<file path="src/scan_cycle_pkg.sv">
/*
  Constants, register map and carrier types for the scan cycle supervisor.
  Assumes a 200 MHz APB clock and an engine and I/O path on that clock.
*/
package scan_cycle_pkg;

  // ==========================================================================
  // timing
  localparam int unsigned CLK_PERIOD_PS    = 5000;
  localparam int unsigned TICK_NS          = 100000;   // 0.1 ms
  localparam int unsigned PF_MIN_US        = 2000;     // 2 ms
  localparam int unsigned IMM_GAP_US       = 1300;     // 1.3 ms
  localparam int unsigned TICK_CYCLES_DEF  =
    (TICK_NS * 1000 + CLK_PERIOD_PS - 1) / CLK_PERIOD_PS;
  localparam int unsigned PF_CYCLES_DEF    =
    (PF_MIN_US * 1000 + CLK_PERIOD_PS / 1000 - 1) / (CLK_PERIOD_PS / 1000);
  localparam int unsigned IMM_GAP_CYCLES_DEF =
    (IMM_GAP_US * 1000 + CLK_PERIOD_PS / 1000 - 1) / (CLK_PERIOD_PS / 1000);
  localparam int unsigned TICKS_PER_MS     = 10;
  localparam int unsigned PCT_FULL         = 100;
  localparam logic [6:0]  SHARE_MAX        = 7'd99;

  // ==========================================================================
  // register map (byte addresses)
  localparam logic [7:0] OFF_PEAK      = 8'h00;
  localparam logic [7:0] OFF_CURRENT   = 8'h04;
  localparam logic [7:0] OFF_MIN       = 8'h08;
  localparam logic [7:0] OFF_MAX       = 8'h0c;
  localparam logic [7:0] OFF_SERIAL    = 8'h10;
  localparam logic [7:0] OFF_TOOL      = 8'h14;
  localparam logic [7:0] OFF_STATUS    = 8'h18;
  localparam logic [7:0] OFF_CONTROL   = 8'h1c;

  localparam logic [15:0] RST_MIN      = 16'h0000;
  localparam logic [15:0] RST_MAX      = 16'h0000;
  localparam logic [15:0] RST_SHARE    = 16'h0005;

  // status and control fields
  localparam int unsigned ST_RUN_BIT   = 0;
  localparam int unsigned ST_FATAL_BIT = 1;
  localparam int unsigned ST_PWR_BIT   = 2;
  localparam int unsigned ST_CODE_LSB  = 8;
  localparam int unsigned CTL_CLR_BIT  = 0;

  // fatal codes
  localparam logic [7:0] FATAL_NONE              = 8'h00;
  localparam logic [7:0] FATAL_CYCLE_OVER        = 8'h01;
  localparam logic [7:0] FATAL_INIT              = 8'h02;
  localparam logic [7:0] refresh_overrun_fatal_code = 8'h9f;

  // ==========================================================================
  // carriers
  typedef struct packed {
    logic        psel;
    logic        penable;
    logic        pwrite;
    logic [7:0]  paddr;
    logic [31:0] pwdata;
  } apb_req_t;

  typedef struct packed {
    logic [31:0] prdata;
    logic        pready;
    logic        pslverr;
  } apb_rsp_t;

  typedef struct packed {
    logic init_done;
    logic init_error;
    logic exec_done;
    logic irq_req;
    logic irq_done;
    logic immediate_io_refresh;
    logic refresh_done;
  } ctrl_in_t;

  typedef struct packed {
    logic exec_run;
    logic irq_run;
    logic refresh_req;
    logic refresh_immediate;
    logic serial_service;
    logic tool_service;
    logic outputs_enable;
    logic power_down;
    logic fatal;
  } ctrl_out_t;

  typedef enum logic [3:0] {
    ST_INIT, ST_SUPERVISE, ST_EXEC, ST_IRQ, ST_IMM, ST_PAD, ST_REFRESH,
    ST_SERIAL, ST_TOOL, ST_HALT, ST_FATAL
  } phase_t;

endpackage : scan_cycle_pkg

</file>
<file path="src/scan_cycle_supervisor.sv">
/*
  Scan cycle supervisor: sequences the controller's repeating cycle, pads
  it to a minimum time, watches a maximum time, measures cycle times in
  0.1 ms units, and halts on a sustained supply drop.
  Assumes the engine and refresh path share pclk; supply_low is a raw pin
  from an 85 % voltage comparator and is synchronised here.
*/
// The placing of the registers and the APB slave port were left to the implementer.
// Behaviour
// - supply below 85 % rating halts the controller and forces outputs off
// - supply dips shorter than 2 ms are ignored and the cycle carries on
// - dips slightly over 2 ms may or may not be detected
// - a detected power loss stops execution and turns all outputs off
// - when the supply recovers above 85 % operation restarts by itself
// - after clean init loop supervise, execute, refresh, serve ports
// - keep peak and latest cycle time in 0.1 ms units
// - results go out at refresh; immediate refresh updates words at once
// - with a minimum set, idle after execution until it has elapsed
// - no idle when the cycle already exceeds the minimum
// - a cycle longer than a set maximum is fatal and stops operation
// - each port gets its share of cycle time, 5 % default, 0 to 99 %
// - an interrupt suspends the main program at once and runs its handler
// - interrupt handler time is counted into the cycle time
// - immediate refresh from main or handler lengthens the cycle time
// - cycle time spans execution, refresh and port servicing
`timescale 1ns/10ps
module scan_cycle_supervisor
  import scan_cycle_pkg::*;
#(
  parameter int unsigned TICK_CYCLES    = scan_cycle_pkg::TICK_CYCLES_DEF,
  parameter int unsigned PF_CYCLES      = scan_cycle_pkg::PF_CYCLES_DEF,
  parameter int unsigned IMM_GAP_CYCLES = scan_cycle_pkg::IMM_GAP_CYCLES_DEF
) (
  input  wire logic                    pclk,
  input  wire logic                    presetn,
  input  wire scan_cycle_pkg::apb_req_t  apb_req,
  output      scan_cycle_pkg::apb_rsp_t  apb_rsp,
  input  wire logic                    supply_low,
  input  wire scan_cycle_pkg::ctrl_in_t  ctrl_in,
  output      scan_cycle_pkg::ctrl_out_t ctrl_out
);

  // ==========================================================================
  // state
  typedef struct packed {
    phase_t      phase;
    logic [1:0]  sync;
    logic [19:0] tick_pre;
    logic [19:0] cycle_ticks;
    logic [23:0] svc_acc;
    logic [19:0] pf_cnt;
    logic [19:0] gap_cnt;
    logic        gap_armed;
    logic        ret_irq;
    logic [15:0] peak_cycle_time_word;
    logic [15:0] current_cycle_time_word;
    logic [15:0] min_cycle_setting;
    logic [15:0] max_cycle_setting;
    logic [15:0] serial_port_service_share;
    logic [15:0] tool_port_service_share;
    logic [7:0]  fatal_code;
    logic [31:0] prdata;
    ctrl_out_t   outs;
  } state_t;

  localparam logic [19:0] TICK_LAST = 20'(TICK_CYCLES - 1);
  localparam logic [19:0] PF_LIMIT  = 20'(PF_CYCLES);
  localparam logic [19:0] GAP_LIMIT = 20'(IMM_GAP_CYCLES);

  state_t      s;
  state_t      next_s;
  logic        tick;
  logic        pf_hit;
  logic        wr;
  logic        setup;
  logic        mapped;
  logic [19:0] min_ticks;
  logic [19:0] max_ticks;
  logic [23:0] svc_goal;
  logic [6:0]  share_now;
  logic [31:0] rd_word;
  logic [15:0] status_word;

  // ==========================================================================
  // output decode, registered alongside the phase
  function automatic ctrl_out_t decode(input phase_t p,
                                       input logic    imm);
    ctrl_out_t o;
    o = '0;
    o.exec_run          = (p == ST_EXEC);
    o.irq_run           = (p == ST_IRQ);
    o.refresh_req       = (p == ST_REFRESH) || (p == ST_IMM);
    o.refresh_immediate = (p == ST_IMM);
    o.serial_service    = (p == ST_SERIAL);
    o.tool_service      = (p == ST_TOOL);
    o.outputs_enable    = (p != ST_INIT) && (p != ST_HALT) &&
                          (p != ST_FATAL) && !imm;
    o.power_down        = (p == ST_HALT);
    o.fatal             = (p == ST_FATAL);
    return o;
  endfunction : decode

  function automatic logic [6:0] clamp_share(input logic [15:0] v);
    clamp_share = (v > 16'(SHARE_MAX)) ? SHARE_MAX : v[6:0];
  endfunction : clamp_share

  // ==========================================================================
  // helpers
  assign tick      = (s.tick_pre == TICK_LAST);
  assign pf_hit    = (s.pf_cnt >= PF_LIMIT);
  assign min_ticks = 20'(s.min_cycle_setting * TICKS_PER_MS);
  assign max_ticks = 20'(s.max_cycle_setting * TICKS_PER_MS);
  assign share_now = (s.phase == ST_TOOL) ?
                     clamp_share(s.tool_port_service_share) :
                     clamp_share(s.serial_port_service_share);
  // budget in percent-ticks so no divider is needed
  assign svc_goal  = 24'(share_now) * 24'(s.current_cycle_time_word);
  assign setup     = apb_req.psel && !apb_req.penable;
  assign wr        = apb_req.psel && apb_req.penable && apb_req.pwrite;

  assign status_word = {s.fatal_code, 5'h00,
                        s.outs.power_down, s.outs.fatal,
                        s.outs.outputs_enable};

  always_comb begin
    mapped  = 1'b1;
    rd_word = 32'h0000_0000;
    unique case (apb_req.paddr)
      OFF_PEAK:    rd_word = {16'h0000, s.peak_cycle_time_word};
      OFF_CURRENT: rd_word = {16'h0000, s.current_cycle_time_word};
      OFF_MIN:     rd_word = {16'h0000, s.min_cycle_setting};
      OFF_MAX:     rd_word = {16'h0000, s.max_cycle_setting};
      OFF_SERIAL:  rd_word = {16'h0000, s.serial_port_service_share};
      OFF_TOOL:    rd_word = {16'h0000, s.tool_port_service_share};
      OFF_STATUS:  rd_word = {16'h0000, status_word};
      OFF_CONTROL: rd_word = 32'h0000_0000;
      default:     mapped  = 1'b0;
    endcase
  end

  // ==========================================================================
  // next state
  always_comb begin
    next_s      = s;
    next_s.sync = {s.sync[0], supply_low};

    // 0.1 ms time base and cycle counter, running through every phase
    next_s.tick_pre = tick ? 20'h00000 : s.tick_pre + 20'h00001;
    if (tick && s.cycle_ticks != 20'hfffff) begin
      next_s.cycle_ticks = s.cycle_ticks + 20'h00001;
    end
    if (tick && (s.phase == ST_SERIAL || s.phase == ST_TOOL)) begin
      next_s.svc_acc = s.svc_acc + 24'(PCT_FULL);
    end

    // sustained low supply only; a short dip clears the count
    if (s.sync[1]) begin
      if (!pf_hit) begin
        next_s.pf_cnt = s.pf_cnt + 20'h00001;
      end
    end else begin
      next_s.pf_cnt = 20'h00000;
    end

    if (s.gap_armed && s.gap_cnt < GAP_LIMIT) begin
      next_s.gap_cnt = s.gap_cnt + 20'h00001;
    end

    // ------------------------------------------------------------------
    // sequencer
    unique case (s.phase)
      ST_INIT: begin
        if (ctrl_in.init_error) begin
          next_s.phase      = ST_FATAL;
          next_s.fatal_code = FATAL_INIT;
        end else if (ctrl_in.init_done) begin
          next_s.phase       = ST_SUPERVISE;
          next_s.cycle_ticks = 20'h00000;
          next_s.tick_pre    = 20'h00000;
        end
      end
      ST_SUPERVISE: begin
        next_s.phase = ST_EXEC;
      end
      ST_EXEC: begin
        if (ctrl_in.irq_req) begin
          next_s.phase = ST_IRQ;
        end else if (ctrl_in.immediate_io_refresh) begin
          next_s.phase   = ST_IMM;
          next_s.ret_irq = 1'b0;
        end else if (ctrl_in.exec_done) begin
          next_s.phase = ST_PAD;
        end
      end
      ST_IRQ: begin
        if (ctrl_in.immediate_io_refresh) begin
          // device-side guard for too-frequent refresh from a handler
          if (s.gap_armed && s.gap_cnt < GAP_LIMIT) begin
            next_s.phase      = ST_FATAL;
            next_s.fatal_code = refresh_overrun_fatal_code;
          end else begin
            next_s.phase     = ST_IMM;
            next_s.ret_irq   = 1'b1;
            next_s.gap_armed = 1'b1;
            next_s.gap_cnt   = 20'h00000;
          end
        end else if (ctrl_in.irq_done) begin
          next_s.phase = ST_EXEC;
        end
      end
      ST_IMM: begin
        if (ctrl_in.refresh_done) begin
          next_s.phase = s.ret_irq ? ST_IRQ : ST_EXEC;
        end
      end
      ST_PAD: begin
        // a zero setting or an already long cycle skips the pause
        if (s.min_cycle_setting == 16'h0000 ||
            s.cycle_ticks >= min_ticks) begin
          next_s.phase = ST_REFRESH;
        end
      end
      ST_REFRESH: begin
        if (ctrl_in.refresh_done) begin
          next_s.phase   = ST_SERIAL;
          next_s.svc_acc = 24'h000000;
        end
      end
      ST_SERIAL: begin
        if (s.svc_acc >= svc_goal) begin
          next_s.phase   = ST_TOOL;
          next_s.svc_acc = 24'h000000;
        end
      end
      ST_TOOL: begin
        if (s.svc_acc >= svc_goal) begin
          next_s.phase = ST_SUPERVISE;
          // word saturates; the internal count is wider
          next_s.current_cycle_time_word =
            (s.cycle_ticks > 20'h0ffff) ? 16'hffff
                                        : s.cycle_ticks[15:0];
          if (next_s.current_cycle_time_word > s.peak_cycle_time_word) begin
            next_s.peak_cycle_time_word =
              next_s.current_cycle_time_word;
          end
          next_s.cycle_ticks = 20'h00000;
          // whole ticks from cycle start, or the pause ends a tick early
          next_s.tick_pre    = 20'h00000;
        end
      end
      ST_HALT: begin
        if (!s.sync[1]) begin
          next_s.phase = ST_INIT;
        end
      end
      ST_FATAL: begin
        if (wr && apb_req.paddr == OFF_CONTROL &&
            apb_req.pwdata[CTL_CLR_BIT]) begin
          next_s.phase      = ST_INIT;
          next_s.fatal_code = FATAL_NONE;
        end
      end
    endcase

    // watchdog over the whole cycle while the loop is running
    if (s.phase != ST_INIT && s.phase != ST_HALT && s.phase != ST_FATAL &&
        s.max_cycle_setting != 16'h0000 && s.cycle_ticks > max_ticks) begin
      next_s.phase      = ST_FATAL;
      next_s.fatal_code = FATAL_CYCLE_OVER;
    end

    // power loss overrides everything except a fatal stop
    if (pf_hit && s.phase != ST_FATAL && s.phase != ST_HALT) begin
      next_s.phase     = ST_HALT;
      next_s.gap_armed = 1'b0;
    end

    // ------------------------------------------------------------------
    // register writes
    if (wr) begin
      unique case (apb_req.paddr)
        OFF_MIN:    next_s.min_cycle_setting = apb_req.pwdata[15:0];
        OFF_MAX:    next_s.max_cycle_setting = apb_req.pwdata[15:0];
        OFF_SERIAL: next_s.serial_port_service_share =
                      {9'h000, clamp_share(apb_req.pwdata[15:0])};
        OFF_TOOL:   next_s.tool_port_service_share =
                      {9'h000, clamp_share(apb_req.pwdata[15:0])};
        default: ;
      endcase
    end
    if (setup) begin
      next_s.prdata = rd_word;
    end

    // outputs forced off whenever the phase is stopped
    next_s.outs = decode(next_s.phase, 1'b0);
  end

  // ==========================================================================
  // registers
  always_ff @(posedge pclk or negedge presetn) begin
    if (!presetn) begin
      s                           <= '0;
      s.phase                     <= ST_INIT;
      s.min_cycle_setting         <= RST_MIN;
      s.max_cycle_setting         <= RST_MAX;
      s.serial_port_service_share <= RST_SHARE;
      s.tool_port_service_share   <= RST_SHARE;
      s.fatal_code                <= FATAL_NONE;
    end else begin
      s <= next_s;
    end
  end

  // ==========================================================================
  // ports
  assign apb_rsp.prdata  = s.prdata;
  assign apb_rsp.pready  = 1'b1;
  assign apb_rsp.pslverr = apb_req.psel && apb_req.penable && !mapped;
  assign ctrl_out        = s.outs;

endmodule : scan_cycle_supervisor

</file>
<file path="config.mk">
export PLATFORM = sky130hd
export DESIGN_NAME = scan_cycle_supervisor
export DESIGN_NICKNAME = d
export VERILOG_FILES = /design/src/scan_cycle_pkg.sv /design/src/scan_cycle_supervisor.sv
export SDC_FILE = /design/constraint.sdc
export NUM_CORES = 1
export LEC_CHECK = 0
export BUFFER_PORTS_ARGS = -buffer_cell sky130_fd_sc_hd__buf_4
export CORE_ASPECT_RATIO = 0.6
export CORE_UTILIZATION = 67
export CTS_BUF_LIST = sky130_fd_sc_hd__clkbuf_16
export CTS_CLUSTER_SIZE = 20
export DETAILED_ROUTE_END_ITERATION = 7
export PLACE_DENSITY = 0.89
export SYNTH_ARGS = -nofsm -noshare
export SYNTH_HDL_FRONTEND = slang
export SYNTH_SLANG_ARGS = --single-unit
export TNS_END_PERCENT = 100
</file>
<file path="constraint.sdc">
create_clock -name pclk -period 20.7 [get_ports pclk]
set_input_delay 3.105 -clock pclk [delete_from_list [all_inputs] [get_ports pclk]]
set_output_delay 3.105 -clock pclk [all_outputs]
set_load 0.02 [all_outputs]
</file>
==> results of run 1 <==
==> registers in the layout, indices dropped and copies added, names as in the netlist <==
register  flops
next_s        1
apb_rsp      16
s           190
ctrl_out      9
==> power by group <==
part           switching (mW)  internal [mW]  leakage [nW]
clock                   0.169          0.196         0.326
combinational           0.622          0.446          6.25
sequential              0.198          0.529          2.83
==> path summary, 6_finish.rpt <==
check                      slack, ps  cells after the start                 end
setup / recovery                9900                     30  s[142]$_DFFE_PN0P_
hold / removal                   360                      0    s[252]$_DFF_PN0_
setup reg to reg                9900                     30  s[142]$_DFFE_PN0P_
hold reg to reg                  360                      0    s[252]$_DFF_PN0_
max in group asynchronous      16000                      3    s[218]$_DFF_PN0_
min in group asynchronous       2680                      1  s[173]$_DFFE_PN0P_
==> per-stage QoR <==
| stage | util [%] | std cells | power (mW) |
|---|---|---|---|
| final | 73.3 | 2258 | 2.16 |
| after detailed placement | 70.9 | 2222 | 1.74 |
| after CTS | 73.3 | 2257 | 2.12 |
| after global placement | 70.9 | 2222 | 1.66 |
| after global routing | 73.3 | 2257 | 2.29 |
| after floorplan | - | 1888 | 1.41 |
==> cell type report <==
cell class                 count  area (sq um)  share of cell area, %
multi-input combinational   1450         11200                   59.8
inverter                     129           484                   2.59
clock buffer                  21           526                   2.81
tap                          352           440                   2.35
antenna                        1          2.50                 0.0134
clock inverter                14          91.3                  0.488
timing repair buffer          75           569                   3.04
sequential                   216          5410                   28.9
==> layer usage <==
metal / routed length, um / vias up / GRT usage [%]
li1: - / 6460 / -
met1: 19800 / 7027 / 50.4
met2: 18700 / 766 / 48.5
met3: 5900 / 123 / 12.0
met4: 1120 / 0 / 7.54
met5: 0 / - / 0
==> cell families after synthesis <==
family                     synth area share (%)
and+or+nand+nor                            20.1
adders and majority gates                  20.9
xor gates and xnor gates                   6.24
other                                    0.0428
muxes                                      5.31
DFF                                        30.8
buffers and inverters                      5.84
AOI/OAI and AO/OA                          10.7
==> critical path, delay by kind of cell, from the launching register on <==
family                     cells  cell delay (ps)
buffers and inverters          5              520
DFF                            1              690
AOI/OAI and AO/OA             11             4080
and+or+nand+nor                6             1960
muxes                          1              450
adders and majority gates      6             2760
xor gates and xnor gates       1              180
==> synth_stat cells, drive strengths merged, types with 24 or more instances <==
master / instances / area (sq um)
nand3: 45 / 225
xnor2: 53 / 464
and3: 32 / 200
a21oi: 68 / 344
and2: 80 / 500
nor2: 151 / 567
dfrtp: 212 / 5310
o21ai: 82 / 422
a21o: 24 / 180
nand4: 34 / 213
fa: 71 / 1420
nand2b: 34 / 213
inv: 129 / 484
ha: 179 / 2240
clkbuf: 39 / 146
nor2b: 52 / 325
nor3: 26 / 135
xor2: 72 / 631
nand2: 175 / 657
mux2: 62 / 732
buf: 54 / 394
==> results.cfg, run 1 <==
[cells_and_area]
layout_commonest_cell = dfrtp_1
fillCellCount = 1756
syn_to_final_growth_pct = 6.61
num-nets-final = 2196
drive_gt1_share_pct = 9.92
most-common-layout-cells = dfrtp_1 (212), ha_1 (179), nand2_1 (175)
design_area_sq_um = 18700

[clock_tree]
cts_buffers = 21
cts_repair_resize_count = 0
cts_tree = yes
clk_transition_reported_paths_ps = 70
clk_root_buffer_cell = clkbuf_16
cts_sinks = 216
post_cts.repair.setup_buffers = 0
ctsHtreeMaxLevel = 1
clock_path_buffers = 3
ctsHoldBuffers = 0
clock_latency_ps = 540

[floorplan]
dieWidth_um = 211
io_pins = 96
row_count = 45
start_util_pct = 68.8
die_h_um = 127
core_area_sq_um = 25500
design.die.area_sq_um = 26900

[worst_setup_path]
crit_path_top_delay_cell = or4b_4
crit_type = reg -> reg
cp-end-kind = flop
crit_required_ps = 21120
cp-start-kind = flop
arrival_ps = 11210
critPathMaxStageDelay_ps = 770
crit_start = s[253]$_DFF_PN0_
worstPathMaxFanout = 26
r2r-start = s[253]$_DFF_PN0_

[drt]
wl_um = 45600
num_vias = 14400
drt_iter0_drc = 1661
antenna_left = 0
drc = 0
wl_per_cell_um = 20.2
drtPass1Iterations = 6
vias_per_cell = 6.37

[run_status]
status = completed

[place]
gp_congestion = 0.969
numPortBuffers = 62
hpwl_um = 34900
placed_cell_area_sq_um = 18100
pre_cts_ws_ps = 10090

[timing]
slew_violations = 0
final_hold_viol_count = 0
final.period_utilization_pct = 52.2
slew-limit-headroom_pct = 21.2
tns_ps = 0
max_freq_ghz = 0.0926
worstMarginPinSlew_ps = 1180
min_period_ps = 10800
finalSetupViolCount = 0
rsz0062_at_grt = false
fin_hold_ws_ps = 360
fin_ws_ps = 9900
skew_ps = 15.4

[grt]
grt_pass1_vias = 13600
grt_max_degree = 109
grt_first_pass_wirelength_um = 72100
grt_antenna_before_repair = 0
track_usage_pct = 34.3
grt_overflow = 0

[logic_synthesis]
netlist_area_sq_um = 17500
synth.avg_cell_area_sq_um = 9.37
yosysWarnings = 0
synth-edff-count = 0
ys_seq_area_share_pct = 30.8
syn_inst = 1873
async_flop_share_pct = 100
synth.distinct_cells = 75
ys_seq_elements = 216
ys.flop_type = dfrtp_1

[worst_hold_path]
min_path_type = reg -> reg
min_from = next_s[252]$_DFF_PN0_

[power_and_ir_drop]
power_density_nw_per_um2 = 116
peakVddDrop_v = 0.000114
leakagePower_nw = 9.41

[flow_run]
max_cap_viol_count = 0
Note: power is estimated with default switching activity, not from simulation.
==> inputs of run 2 (changes only) <==
--- a/config.mk
+++ b/config.mk
@@ -7,11 +7,11 @@
 export LEC_CHECK = 0
 export BUFFER_PORTS_ARGS = -buffer_cell sky130_fd_sc_hd__buf_4
 export CORE_ASPECT_RATIO = 0.6
-export CORE_UTILIZATION = 67
+export CORE_UTILIZATION = 57
 export CTS_BUF_LIST = sky130_fd_sc_hd__clkbuf_16
 export CTS_CLUSTER_SIZE = 20
 export DETAILED_ROUTE_END_ITERATION = 7
-export PLACE_DENSITY = 0.89
+export PLACE_DENSITY = 0.81
 export SYNTH_ARGS = -nofsm -noshare
 export SYNTH_HDL_FRONTEND = slang
 export SYNTH_SLANG_ARGS = --single-unit
==> constraint.sdc (replaced) <==
create_clock -name pclk -period 9.9 [get_ports pclk]
set_input_delay 1.485 -clock pclk [delete_from_list [all_inputs] [get_ports pclk]]
set_output_delay 1.485 -clock pclk [all_outputs]
set_load 0.02 [all_outputs]
==> results.cfg, run 2 (synthesized netlist as in run 1, its figures left out) <==
[run_status]
status = completed

[cells_and_area]
most-common-layout-cells = dfrtp_1 (212), ha_1 (179), nand2_1 (173)
syn_to_final_growth_pct = 8.63
antennaDiodeCount = 0
largest_reg_flops = 190
regMostFlops = s
layout_commonest_cell = dfrtp_1
num-nets-final = 2213
drive_gt1_share_pct = 11.5

[floorplan]
start_util_pct = 58.3
core_area_sq_um = 30100
die_h_um = 138
row_count = 49
io_pins = 96
dieWidth_um = 228
design.die.area_sq_um = 31500

[power_and_ir_drop]
power.net_switching_mw = 2.13
peakVddDrop_v = 0.000196
leakagePower_nw = 9.55
internal_power_mw = 2.57
power_density_nw_per_um2 = 247
p_clk_share_pct = 19.2
switching_share_pct = 45.3
power_frac_comb_pct = 49.7
pwr-share-seq_pct = 31.2

[flow_run]
max_cap_viol_count = 0

[clock_tree]
clock_latency_ps = 550
clock_path_buffers = 3
ctsHoldBuffers = 0
cts_buffers = 23
ctsHtreeMaxLevel = 1
clk_root_buffer_cell = clkbuf_16
cts_sinks = 216
cts_tree = yes
clk_transition_reported_paths_ps = 60

[worst_setup_path]
cp-start-kind = flop
crit_required_ps = 10340
arrival_ps = 10020
critPathMaxStageDelay_ps = 670
crit_path_top_delay_cell = or4b_4
cp-end-kind = flop
crit_type = reg -> reg
worstPathMaxFanout = 16

[timing]
finalSetupViolCount = 0
final.period_utilization_pct = 96.7
fin_ws_ps = 322
worstMarginPinSlew_ps = 967
skew_ps = 9.02
tns_ps = 0
min_period_ps = 9580
max_freq_ghz = 0.104
final_hold_viol_count = 0
slew_violations = 0
slew-limit-headroom_pct = 35.2

[grt]
track_usage_pct = 29.3
grt_pass1_vias = 13800
grt_max_degree = 77
grt_antenna_before_repair = 0
grt_overflow = 0
grt_first_pass_wirelength_um = 72800

[place]
pre_cts_ws_ps = 228
hpwl_um = 34500
numPortBuffers = 62
gp_congestion = 0.970

[drt]
drtPass1Iterations = 6
antenna_left = 0
num_vias = 14300
vias_per_cell = 6.11
drt_iter0_drc = 1483
wl_per_cell_um = 19.6
wl_um = 45800
drc = 0

[worst_hold_path]
min_path_type = reg -> reg
[run 2: critical path, delay by kind of cell, from the launching register on]
kind            cells  cell delay [ps]
buf+inv             7              810
flops               1              430
fa+ha+maj           6             2680
xor+xnor            1              140
simple gates       10             2840
compound gates     11             2530
[run 2: area by class of cell]
class / count / area (sq um)
clock buffers: 23 / 576
clock inverters: 19 / 193
fillers: 2384 / 11000
inverters: 129 / 484
multi-input cells: 1450 / 11200
flip-flops and latches: 216 / 5410
well taps: 408 / 510
repair buffers: 90 / 683
[run 2: timing repair]
item | in CTS | in global routing
setup buffers | 0 | 5
gates resized for setup | 0 | 5
endpoints found under the setup margin | 0 | 96
[run 2: power by group through the flow]
stage          registers [mW]  logic (mW)  clock network (mW)
2_1_floorplan            1.32        1.63                   0
3_3_place_gp             1.45        2.08                   0
3_5_place_dp             1.46        2.22                   0
4_1_cts                  1.45        2.26               0.913
5_1_grt                  1.50        2.58               0.952
6_report                 1.47        2.34               0.903
[run 2: path summary, 6_finish.rpt]
check                                      start                    end  slack, ps  cells past startpoint
setup / recovery                s[253]$_DFF_PN0_  ctrl_out[2]$_DFF_PN0_        320                     35
hold / removal             next_s[252]$_DFF_PN0_       s[252]$_DFF_PN0_        360                      0
setup reg to reg                s[253]$_DFF_PN0_  ctrl_out[2]$_DFF_PN0_        320                     35
hold reg to reg            next_s[252]$_DFF_PN0_       s[252]$_DFF_PN0_        360                      0
max in group asynchronous                presetn     s[107]$_DFFE_PN0P_       7650                      2
min in group asynchronous                presetn     s[172]$_DFFE_PN0P_        900                      1
[run 2: stage by stage]
stage / power, mW / cells / utilization, % / area [sq um] / hold slack [ps]
6_report: 4.71 / 2335 / 63.3 / 19100 / 363
5_1_grt: 5.02 / 2335 / 63.3 / 19100 / 377
4_1_cts: 4.62 / 2330 / 63.1 / 19000 / 367
3_5_place_dp: 3.67 / 2288 / 60.6 / 18200 / 352
3_3_place_gp: 3.53 / 2288 / 60.6 / 18200 / 358
2_1_floorplan: 2.95 / 1888 / - / 17600 / 331
[run 2: layer usage]
layer,track usage [%],vias to the layer above,part of all wire (%)
met5,0,-,0
met4,6.82,0,2.3
met3,10.7,91,13
met2,41.6,672,41
met1,42.1,7036,44
li1,-,6476,-
